[config.mk]
export PLATFORM = sky130hd
export DESIGN_NAME = ifeb_top
export DESIGN_NICKNAME = d
export VERILOG_FILES = /design/src/design/ifeb_pkg.sv /design/src/design/ifeb_top.sv
export SDC_FILE = /design/constraint.sdc
export NUM_CORES = 1
export LEC_CHECK = 0
export BUFFER_PORTS_ARGS = -buffer_cell sky130_fd_sc_hd__buf_2
export CORE_ASPECT_RATIO = 0.7
export CORE_MARGIN = 2
export CORE_UTILIZATION = 51
export DETAILED_ROUTE_END_ITERATION = 10
export PLACE_DENSITY_LB_ADDON = 0.3
export SETUP_SLACK_MARGIN = 0.2
export SLEW_MARGIN = 10
export SYNTH_ARGS = -nofsm -noshare
export SYNTH_HDL_FRONTEND = slang
export SYNTH_SLANG_ARGS = --single-unit
[constraint.sdc]
create_clock -name aclk -period 3.02 [get_ports aclk]
set_clock_uncertainty 0.05 [all_clocks]
set_input_delay 0 -clock aclk [delete_from_list [all_inputs] [get_ports aclk]]
set_output_delay 0 -clock aclk [all_outputs]
set_load 0.02 [all_outputs]
[src/design/ifeb_pkg.sv]
/*
 * Package for the interrupt flag and enable bank: register byte offsets,
 * implemented-bit masks, reset values, field positions and bus codes.
 * Assumes a 32-bit AXI4-Lite register bus with word-aligned registers.
 */
package ifeb_pkg;

    // Register bus geometry
    localparam int ADDR_W = 6;
    localparam int DATA_W = 32;
    localparam int REG_W = 16;
    localparam int ENABLE_REGS = 4;

    // Register byte offsets
    localparam logic [5:0] OFF_FLAG_STATUS_4 = 6'h00;
    localparam logic [5:0] OFF_ENABLE_0 = 6'h04;
    localparam logic [5:0] OFF_ENABLE_1 = 6'h08;
    localparam logic [5:0] OFF_ENABLE_2 = 6'h0C;
    localparam logic [5:0] OFF_ENABLE_3 = 6'h10;
    localparam logic [5:0] OFF_FLAG_ENABLE = 6'h14;
    localparam logic [5:0] OFF_PRIORITY = 6'h18;
    localparam logic [5:0] OFF_EVENT_STATUS = 6'h1C;
    localparam logic [5:0] OFF_EVENT_MASK = 6'h20;

    // Flag positions in flag status 4 (and in the flag enable register)
    localparam int POS_FIRST_SERIAL_ERROR = 1;
    localparam int POS_SECOND_SERIAL_ERROR = 2;
    localparam int POS_CHECKSUM_GENERATOR = 3;
    localparam int FLAG_LO = 1;
    localparam int FLAG_HI = 3;

    // Implemented-bit masks; every other position reads zero
    localparam logic [15:0] MASK_FLAG_STATUS_4 = 16'h000E;
    localparam logic [15:0] MASK_ENABLE_0 = 16'h3FEF;
    localparam logic [15:0] MASK_ENABLE_1 = 16'hFE1F;
    localparam logic [15:0] MASK_ENABLE_2 = 16'h22E3;
    localparam logic [15:0] MASK_ENABLE_3 = 16'h4066;
    localparam logic [15:0] MASK_PRIORITY = 16'h0777;
    localparam logic [15:0] MASK_EVENT = 16'h0007;

    // Priority field layout: three 3-bit fields, one per flag source
    localparam int PRIO_W = 3;
    localparam int PRIO_STRIDE = 4;
    localparam logic [2:0] PRIO_DISABLED = 3'h0;

    // Reset values
    localparam logic [15:0] RST_FLAG = 16'h0000;
    localparam logic [15:0] RST_ENABLE = 16'h0000;
    localparam logic [15:0] RST_PRIORITY = 16'h0444;
    localparam logic [15:0] RST_EVENT = 16'h0000;

    // Response codes
    localparam logic [1:0] RESP_OKAY = 2'h0;
    localparam logic [1:0] RESP_SLVERR = 2'h2;

    // Register selector
    typedef enum logic [9:0] {
        SEL_NONE = 10'h001,
        SEL_FLAG = 10'h002,
        SEL_EN0 = 10'h004,
        SEL_EN1 = 10'h008,
        SEL_EN2 = 10'h010,
        SEL_EN3 = 10'h020,
        SEL_FEN = 10'h040,
        SEL_PRIO = 10'h080,
        SEL_STAT = 10'h100,
        SEL_MASK = 10'h200
    } ifeb_sel_t;

endpackage : ifeb_pkg

[src/design/ifeb_top.sv]
/*
 * Interrupt flag and enable bank: flag status 4, enable registers 0 to 3,
 * per-flag enable and priority, gating toward priority arbitration, and a
 * sticky event status with mask and one interrupt line, on AXI4-Lite.
 * Assumes request inputs are synchronous to aclk and held one cycle or more.
 */
// The address map and the AXI4-Lite register port were left to the implementer.
// Functional notes
// - Flag status 4 holds checksum at bit 3, second serial error at 2, first at 1.
// - Unimplemented bits of flag and enable registers read zero and ignore writes.
// - An enable bit at one lets its source's request act; at zero it is held off.
// - Enable 0 holds bits 13..5 and 3..0 in the documented order, bit 4 unused.
// - Enable 1 holds bits 15..9 and 4..0, bits 8..5 unused.
// - Enable 2 holds bits 13, 9, 7..5, 1 and 0, all others unused.
// - Enable 3 holds bits 14, 6, 5, 2 and 1, all others read zero.
// - Implemented bits of flag and enable registers are read/write, reset to zero, and a written zero clears a flag.
// - A three-bit priority per source, 7 highest, 1 lowest, 0 disables the source.
`timescale 1ns/1ps

module ifeb_top #(
    parameter int NUM_FLAGS = 3
) (
    // Clock, reset, clock enable
    input wire logic aclk,
    input wire logic aresetn,
    input wire logic ce,
    // Write address channel
    input wire logic [ifeb_pkg::ADDR_W-1:0] s_axi_awaddr,
    input wire logic [2:0] s_axi_awprot,
    input wire logic s_axi_awvalid,
    output logic s_axi_awready,
    // Write data channel
    input wire logic [ifeb_pkg::DATA_W-1:0] s_axi_wdata,
    input wire logic [3:0] s_axi_wstrb,
    input wire logic s_axi_wvalid,
    output logic s_axi_wready,
    // Write response channel
    output logic [1:0] s_axi_bresp,
    output logic s_axi_bvalid,
    input wire logic s_axi_bready,
    // Read address channel
    input wire logic [ifeb_pkg::ADDR_W-1:0] s_axi_araddr,
    input wire logic [2:0] s_axi_arprot,
    input wire logic s_axi_arvalid,
    output logic s_axi_arready,
    // Read data channel
    output logic [ifeb_pkg::DATA_W-1:0] s_axi_rdata,
    output logic [1:0] s_axi_rresp,
    output logic s_axi_rvalid,
    input wire logic s_axi_rready,
    // Peripheral request sources
    input wire logic [NUM_FLAGS-1:0] flag_raise,
    input wire logic [4*16-1:0] source_request,
    // Toward priority arbitration
    output logic [NUM_FLAGS-1:0] forward_request,
    output logic [3*NUM_FLAGS-1:0] forward_priority,
    output logic [4*16-1:0] enabled_request,
    // Interrupt line
    output logic irq
);

    // Decode a byte address to a register selector
    function automatic ifeb_pkg::ifeb_sel_t decode_addr(input logic [5:0] addr);
        ifeb_pkg::ifeb_sel_t sel;
        sel = ifeb_pkg::SEL_NONE;
        case (addr)
            ifeb_pkg::OFF_FLAG_STATUS_4: sel = ifeb_pkg::SEL_FLAG;
            ifeb_pkg::OFF_ENABLE_0: sel = ifeb_pkg::SEL_EN0;
            ifeb_pkg::OFF_ENABLE_1: sel = ifeb_pkg::SEL_EN1;
            ifeb_pkg::OFF_ENABLE_2: sel = ifeb_pkg::SEL_EN2;
            ifeb_pkg::OFF_ENABLE_3: sel = ifeb_pkg::SEL_EN3;
            ifeb_pkg::OFF_FLAG_ENABLE: sel = ifeb_pkg::SEL_FEN;
            ifeb_pkg::OFF_PRIORITY: sel = ifeb_pkg::SEL_PRIO;
            ifeb_pkg::OFF_EVENT_STATUS: sel = ifeb_pkg::SEL_STAT;
            ifeb_pkg::OFF_EVENT_MASK: sel = ifeb_pkg::SEL_MASK;
            default: sel = ifeb_pkg::SEL_NONE;
        endcase
        return sel;
    endfunction : decode_addr

    // Merge written bytes into a 16-bit register, keeping only implemented bits
    function automatic logic [15:0] merge_write(
        input logic [15:0] old_val,
        input logic [15:0] wval,
        input logic [1:0] strb,
        input logic [15:0] impl
    );
        logic [15:0] lane;
        lane = {{8{strb[1]}}, {8{strb[0]}}};
        return ((old_val & ~lane) | (wval & lane)) & impl;
    endfunction : merge_write

    // Implemented-bit mask of each enable register
    localparam logic [4*16-1:0] ENABLE_MASKS = {ifeb_pkg::MASK_ENABLE_3,
        ifeb_pkg::MASK_ENABLE_2, ifeb_pkg::MASK_ENABLE_1, ifeb_pkg::MASK_ENABLE_0};

    // Bus state
    logic awready_q;
    logic wready_q;
    logic bvalid_q;
    logic [1:0] bresp_q;
    logic arready_q;
    logic rvalid_q;
    logic [1:0] rresp_q;
    logic [31:0] rdata_q;
    logic aw_have_q;
    logic w_have_q;
    logic [5:0] waddr_q;
    logic [15:0] wdata_q;
    logic [1:0] wstrb_q;

    // Register state
    logic [15:0] flag_q;
    logic [15:0] enable_q [ifeb_pkg::ENABLE_REGS];
    logic [15:0] flag_en_q;
    logic [15:0] prio_q;
    logic [15:0] event_q;
    logic [15:0] event_mask_q;

    // Output state
    logic [NUM_FLAGS-1:0] forward_q;
    logic [3*NUM_FLAGS-1:0] fwd_prio_q;
    logic [4*16-1:0] enabled_q;
    logic irq_q;

    // Handshake terms
    logic aw_take;
    logic w_take;
    logic ar_take;
    logic do_write;
    ifeb_pkg::ifeb_sel_t wsel;
    ifeb_pkg::ifeb_sel_t rsel;
    logic [15:0] flag_set;
    logic [15:0] event_set;
    logic [NUM_FLAGS-1:0] forward_d;

    assign aw_take = ce & s_axi_awvalid & awready_q;
    assign w_take = ce & s_axi_wvalid & wready_q;
    assign ar_take = ce & s_axi_arvalid & arready_q;
    assign do_write = ce & aw_have_q & w_have_q & ~bvalid_q;
    assign wsel = decode_addr(waddr_q);
    assign rsel = decode_addr(s_axi_araddr);

    // Capture write address; one write in flight at a time
    always_ff @(posedge aclk)
    begin
        if (!aresetn)
        begin
            awready_q <= 1'b1;
            aw_have_q <= 1'b0;
            waddr_q <= 6'h00;
        end
        else if (ce)
        begin
            if (aw_take)
            begin
                awready_q <= 1'b0;
                aw_have_q <= 1'b1;
                waddr_q <= s_axi_awaddr;
            end
            else if (bvalid_q && s_axi_bready)
            begin
                awready_q <= 1'b1;
            end
            if (do_write)
            begin
                aw_have_q <= 1'b0;
            end
        end
    end

    // Capture write data, low halfword and its byte strobes
    always_ff @(posedge aclk)
    begin
        if (!aresetn)
        begin
            wready_q <= 1'b1;
            w_have_q <= 1'b0;
            wdata_q <= 16'h0000;
            wstrb_q <= 2'h0;
        end
        else if (ce)
        begin
            if (w_take)
            begin
                wready_q <= 1'b0;
                w_have_q <= 1'b1;
                wdata_q <= s_axi_wdata[15:0];
                wstrb_q <= s_axi_wstrb[1:0];
            end
            else if (bvalid_q && s_axi_bready)
            begin
                wready_q <= 1'b1;
            end
            if (do_write)
            begin
                w_have_q <= 1'b0;
            end
        end
    end

    // Write response, error for an unmapped address
    always_ff @(posedge aclk)
    begin
        if (!aresetn)
        begin
            bvalid_q <= 1'b0;
            bresp_q <= ifeb_pkg::RESP_OKAY;
        end
        else if (ce)
        begin
            if (do_write)
            begin
                bvalid_q <= 1'b1;
                bresp_q <= (wsel == ifeb_pkg::SEL_NONE) ? ifeb_pkg::RESP_SLVERR
                                                        : ifeb_pkg::RESP_OKAY;
            end
            else if (s_axi_bready)
            begin
                bvalid_q <= 1'b0;
            end
        end
    end

    // Read path: data one cycle after the address is taken
    always_ff @(posedge aclk)
    begin
        if (!aresetn)
        begin
            arready_q <= 1'b1;
            rvalid_q <= 1'b0;
            rresp_q <= ifeb_pkg::RESP_OKAY;
            rdata_q <= 32'h0000_0000;
        end
        else if (ce)
        begin
            if (ar_take)
            begin
                arready_q <= 1'b0;
                rvalid_q <= 1'b1;
                rresp_q <= ifeb_pkg::RESP_OKAY;
                case (rsel)
                    ifeb_pkg::SEL_FLAG: rdata_q <= {16'h0000, flag_q};
                    ifeb_pkg::SEL_EN0: rdata_q <= {16'h0000, enable_q[0]};
                    ifeb_pkg::SEL_EN1: rdata_q <= {16'h0000, enable_q[1]};
                    ifeb_pkg::SEL_EN2: rdata_q <= {16'h0000, enable_q[2]};
                    ifeb_pkg::SEL_EN3: rdata_q <= {16'h0000, enable_q[3]};
                    ifeb_pkg::SEL_FEN: rdata_q <= {16'h0000, flag_en_q};
                    ifeb_pkg::SEL_PRIO: rdata_q <= {16'h0000, prio_q};
                    ifeb_pkg::SEL_STAT: rdata_q <= {16'h0000, event_q};
                    ifeb_pkg::SEL_MASK: rdata_q <= {16'h0000, event_mask_q};
                    default:
                    begin
                        rdata_q <= 32'h0000_0000;
                        rresp_q <= ifeb_pkg::RESP_SLVERR;
                    end
                endcase
            end
            else if (rvalid_q && s_axi_rready)
            begin
                rvalid_q <= 1'b0;
                arready_q <= 1'b1;
            end
        end
    end

    // Flag raise pulses placed at their bit positions
    always_comb
    begin
        flag_set = 16'h0000;
        flag_set[ifeb_pkg::FLAG_HI:ifeb_pkg::FLAG_LO] = flag_raise;
    end

    // Flag status 4: software writes, sources set, set wins over a cleared bit
    always_ff @(posedge aclk)
    begin
        if (!aresetn)
        begin
            flag_q <= ifeb_pkg::RST_FLAG;
        end
        else if (ce)
        begin
            if (do_write && wsel == ifeb_pkg::SEL_FLAG)
            begin
                flag_q <= merge_write(flag_q, wdata_q, wstrb_q,
                                      ifeb_pkg::MASK_FLAG_STATUS_4) | flag_set;
            end
            else
            begin
                flag_q <= flag_q | flag_set;
            end
        end
    end

    // Enable registers 0 to 3, each masked to its implemented bits
    generate
        for (genvar g = 0; g < ifeb_pkg::ENABLE_REGS; g++)
        begin : g_enable
            always_ff @(posedge aclk)
            begin
                if (!aresetn)
                begin
                    enable_q[g] <= ifeb_pkg::RST_ENABLE;
                end
                else if (ce && do_write && wsel == ifeb_pkg::ifeb_sel_t'(10'h004 << g))
                begin
                    enable_q[g] <= merge_write(enable_q[g], wdata_q, wstrb_q,
                                               ENABLE_MASKS[g*16 +: 16]);
                end
            end

            // Requests of the enable-register sources pass only when enabled
            always_ff @(posedge aclk)
            begin
                if (!aresetn)
                begin
                    enabled_q[g*16 +: 16] <= 16'h0000;
                end
                else if (ce)
                begin
                    enabled_q[g*16 +: 16] <= source_request[g*16 +: 16] & enable_q[g];
                end
            end
        end
    endgenerate

    // Flag enable and priority registers for the flag status 4 sources
    always_ff @(posedge aclk)
    begin
        if (!aresetn)
        begin
            flag_en_q <= ifeb_pkg::RST_ENABLE;
            prio_q <= ifeb_pkg::RST_PRIORITY;
        end
        else if (ce && do_write)
        begin
            if (wsel == ifeb_pkg::SEL_FEN)
            begin
                flag_en_q <= merge_write(flag_en_q, wdata_q, wstrb_q,
                                         ifeb_pkg::MASK_FLAG_STATUS_4);
            end
            if (wsel == ifeb_pkg::SEL_PRIO)
            begin
                prio_q <= merge_write(prio_q, wdata_q, wstrb_q, ifeb_pkg::MASK_PRIORITY);
            end
        end
    end

    // Forward a flag only with its enable set and a nonzero priority
    generate
        for (genvar f = 0; f < NUM_FLAGS; f++)
        begin : g_forward
            assign forward_d[f] = flag_q[ifeb_pkg::FLAG_LO + f]
                & flag_en_q[ifeb_pkg::FLAG_LO + f]
                & (prio_q[f*ifeb_pkg::PRIO_STRIDE +: ifeb_pkg::PRIO_W]
                   != ifeb_pkg::PRIO_DISABLED);
        end
    endgenerate

    // Arbitration outputs registered
    always_ff @(posedge aclk)
    begin
        if (!aresetn)
        begin
            forward_q <= '0;
            fwd_prio_q <= '0;
        end
        else if (ce)
        begin
            forward_q <= forward_d;
            for (int i = 0; i < NUM_FLAGS; i++)
            begin
                fwd_prio_q[i*3 +: 3] <= forward_d[i]
                    ? prio_q[i*ifeb_pkg::PRIO_STRIDE +: ifeb_pkg::PRIO_W]
                    : ifeb_pkg::PRIO_DISABLED;
            end
        end
    end

    // Event bits: one per forwarded flag source
    always_comb
    begin
        event_set = 16'h0000;
        event_set[NUM_FLAGS-1:0] = forward_d;
    end

    // Sticky event status, cleared by a read, set wins over the clear
    always_ff @(posedge aclk)
    begin
        if (!aresetn)
        begin
            event_q <= ifeb_pkg::RST_EVENT;
        end
        else if (ce)
        begin
            if (ar_take && rsel == ifeb_pkg::SEL_STAT)
            begin
                event_q <= event_set & ifeb_pkg::MASK_EVENT;
            end
            else
            begin
                event_q <= (event_q | event_set) & ifeb_pkg::MASK_EVENT;
            end
        end
    end

    // Event mask and the interrupt line
    always_ff @(posedge aclk)
    begin
        if (!aresetn)
        begin
            event_mask_q <= ifeb_pkg::RST_EVENT;
            irq_q <= 1'b0;
        end
        else if (ce)
        begin
            if (do_write && wsel == ifeb_pkg::SEL_MASK)
            begin
                event_mask_q <= merge_write(event_mask_q, wdata_q, wstrb_q,
                                            ifeb_pkg::MASK_EVENT);
            end
            irq_q <= |(event_q & event_mask_q);
        end
    end

    // Port drive
    assign s_axi_awready = awready_q;
    assign s_axi_wready = wready_q;
    assign s_axi_bvalid = bvalid_q;
    assign s_axi_bresp = bresp_q;
    assign s_axi_arready = arready_q;
    assign s_axi_rvalid = rvalid_q;
    assign s_axi_rresp = rresp_q;
    assign s_axi_rdata = rdata_q;
    assign forward_request = forward_q;
    assign forward_priority = fwd_prio_q;
    assign enabled_request = enabled_q;
    assign irq = irq_q;

endmodule : ifeb_top

==> impl_results.md <==
- Fin. max-slew vios: 0
- DR vias: 6282
- Routability Congestion: 0.860
- Yosys cell types: 46
- Unrepaired setup endpoints after global routing: false
- Number of buffers added on ports: 150
- Yosys reg bits: 157
- Clock network power share: 44.0%
- Crit-path max FO: 13
- H-tree levels: 4
- Clock latency on the worst-skew pair: 0.42 ns
- Total CTS buffers: 17
- Vias/cell: 5.34
- Core ar.: 0.0139 mm2
- Worst Setup Start Kind: flip-flop
- Setup Total Neg Slack: 0 ns
- Drt drc: 0
- Num Clock Sinks: 157
- Critical path class: reg2reg
- Finish-stage setup viols: 0
- Post-synth EDFFs: 37
- Avg Inst Size Synth: 9.40 um2
- Total Wirelength: 19700 um
- Comb power frac: 9.7%
- Internal power: 0.00372 W
- Initial drt markers: 572
- Crit path time final: 2.34 ns
- Synth area leaders: dfxtp_1 33%, edfxtp_1 15%, a21boi_0 7.2%
- Die area: 0.0152 mm2
- Sequential share of the synthesized area: 48.3%
- Global route overflow: 0
- Cells after synthesis: 773
- Pwr/cell area: 527 mW/mm2
- Status: finished clean
- Largest net degree at the start of global routing: 108
- Leakage: 3.79 nW
- Initial antenna violation count: 0
- Sw Pwr: 0.00117 W
- WHS: 0.0299 ns
- Die width: 147 um
- Main synth FF type: dfxtp_1
- Final design utilization: 66.7%
- Yosys warning count: 0
- Setup ws final: 0.676 ns
- Post-synth top area share: 33.0%
- N_diodes: 0
- DRT Pass-1 Iters: 5
- CP arrival: 2.54 ns
- Fin cells: 1176
- Total global-route track usage: 25.8%
- Leading cell types in the layout, fill and taps excluded: 150 x buf_2, 120 x dfxtp_1, 83 x nand2b_1
- Async S/R FF share, synth: 0%
- Initial core utilization: 52.2%
- CP endpoint kind: flip-flop
- Fin crit share: 77.6%
- Fill cells: 1118
- Most common cell after layout, fill and taps aside: buf_2
- Clk root buf: clkbuf_16
- Flop pwr share: 46.3%
- Switching Share: 23.9%
- Cell Area, Synth: 0.00727 mm2
- Peak Freq: 427 MHz
- MaxCap Viol Count: 0
- Placed instance count: 1074
- Routed Antenna Nets: 0
- Clk pin slew, worst setup/hold paths: 0.06 ns
- Wirelength per Cell: 16.8 um
- Worst EP required: 3.21 ns
- Placement Setup Slack: 0.774 ns
- Clk buf depth: 2
- Slew HR: 37.7%
- Vias in the first global route: 5834
- Global-route wire length before repair: 31100 um
- CTS resizes: 0
- Peak VDD IR: 0.000424 V
- Nets: 1102
- Post-CTS Setup Inserts: 0
- # IOs: 247
- Worst hold path type: in2reg
- Final hold violation count: 0
- DP Wirelength: 13200 um
- Layout area overhead: 27.7%
- CTS tree: yes
- FP Rows: 36
- Die height: 104 um
- Share of cells above drive strength 1: 21.4%
- Slew @ Worst Pin: 0.926 ns
- Area leader, netlist: dfxtp_1
[cells by family after synthesis]
| family | synth area share (%) |
|---|---|
| AO/OA/AOI/OAI | 15.6 |
| multiplexers | 5.11 |
| flip-flops | 48.3 |
| buffers and inverters | 7.54 |
| other | 0.0516 |
| AND/OR/NAND/NOR | 23.4 |
[worst paths after layout]
path | startpoint | to | slack [ns] | cells after the start
worst max-delay path | waddr_q[5]$_SDFFE_PN0P_ | enable_q[0][10]$_SDFFCE_PN0P_ | 0.68 | 5
worst min-delay path | s_axi_arvalid | s_axi_arready$_SDFFE_PN1P_ | 0.03 | 3
worst max register to register | waddr_q[5]$_SDFFE_PN0P_ | enable_q[0][10]$_SDFFCE_PN0P_ | 0.68 | 5
worst min register to register | s_axi_rdata[3]$_SDFFE_PN0P_ | s_axi_rdata[3]$_SDFFE_PN0P_ | 0.41 | 2
[worst max-delay path, stage by stage, from the launching register on]
cell and delay, ns:
dfxtp_1 0.36, nor3_1 0.37, nand2_1 0.25, nor3b_2 0.30, nand3_1 0.51, a21oi_1 0.32
[flip-flops by register name (all words and copies together) (netlist names), 2 cells and up, named ones only]
register,count
waddr_q,6
event_q,3
flag_q,3
s_axi_rdata,16
enable_q,37
wstrb_q,2
forward_request,3
forward_priority,9
wdata_q,16
enabled_request,37
[synthesized netlist by cell type (18+ instances only)]
cell type and instances:
nand3_1 55, nor2b_1 35, nand2_1 76, buf_4 45
dfxtp_1 120, a21oi_1 44, a21boi_0 70, clkbuf_1 37
edfxtp_1 37, o21ai_0 18, nand2b_1 83, mux2i_1 27
[routing by layer]
layer | wire (um) | share of wire [%] | track usage [%] | vias up
met5 | 0 | 0 | 0 | -
li1 | - | - | - | 3033
met4 | 201 | 1.0 | 6.59 | 0
met1 | 8900 | 45 | 36.9 | 2952
met3 | 1760 | 8.9 | 6.23 | 19
met2 | 8870 | 45 | 39.5 | 278
[area by class of cell]
type | count | area (um2) | area share (%)
Clock buffer | 22 | 485 | 5.23
Timing Repair Buffer | 231 | 1530 | 16.5
Multi-Input combinational cell | 562 | 3390 | 36.5
Tap cell | 190 | 238 | 2.56
Inverter | 4 | 15.0 | 0.162
Clock inverter | 10 | 110 | 1.19
Sequential cell | 157 | 3510 | 37.9
[metrics by stage]
| stage | total power, W | cell area, um2 |
|---|---|---|
| 2_1_floorplan | 0.00260 | 7430 |
| 3_3_place_gp | 0.00270 | 7990 |
| 3_5_place_dp | 0.00270 | 7990 |
| 4_1_cts | 0.00490 | 9280 |
| 5_1_grt | 0.00505 | 9280 |
| 6_report | 0.00489 | 9280 |
[power groups by stage]
stage	registers [W]	clock network [W]	logic, W
after floorplan	0.00231	0	0.000297
after global placement	0.00230	0	0.000394
after detailed placement	0.00231	0	0.000398
after CTS	0.00226	0.00217	0.000469
after global routing	0.00227	0.00226	0.000517
final	0.00226	0.00215	0.000475
[repair_timing]
| action | in CTS | in global routing |
|---|---|---|
| endpoints found under the hold margin | 71 | 0 |
| hold buffers | 70 | 0 |
| setup endpoints to repair | 0 | 0 |
No activity file was read; power rests on OpenSTA's default activity.
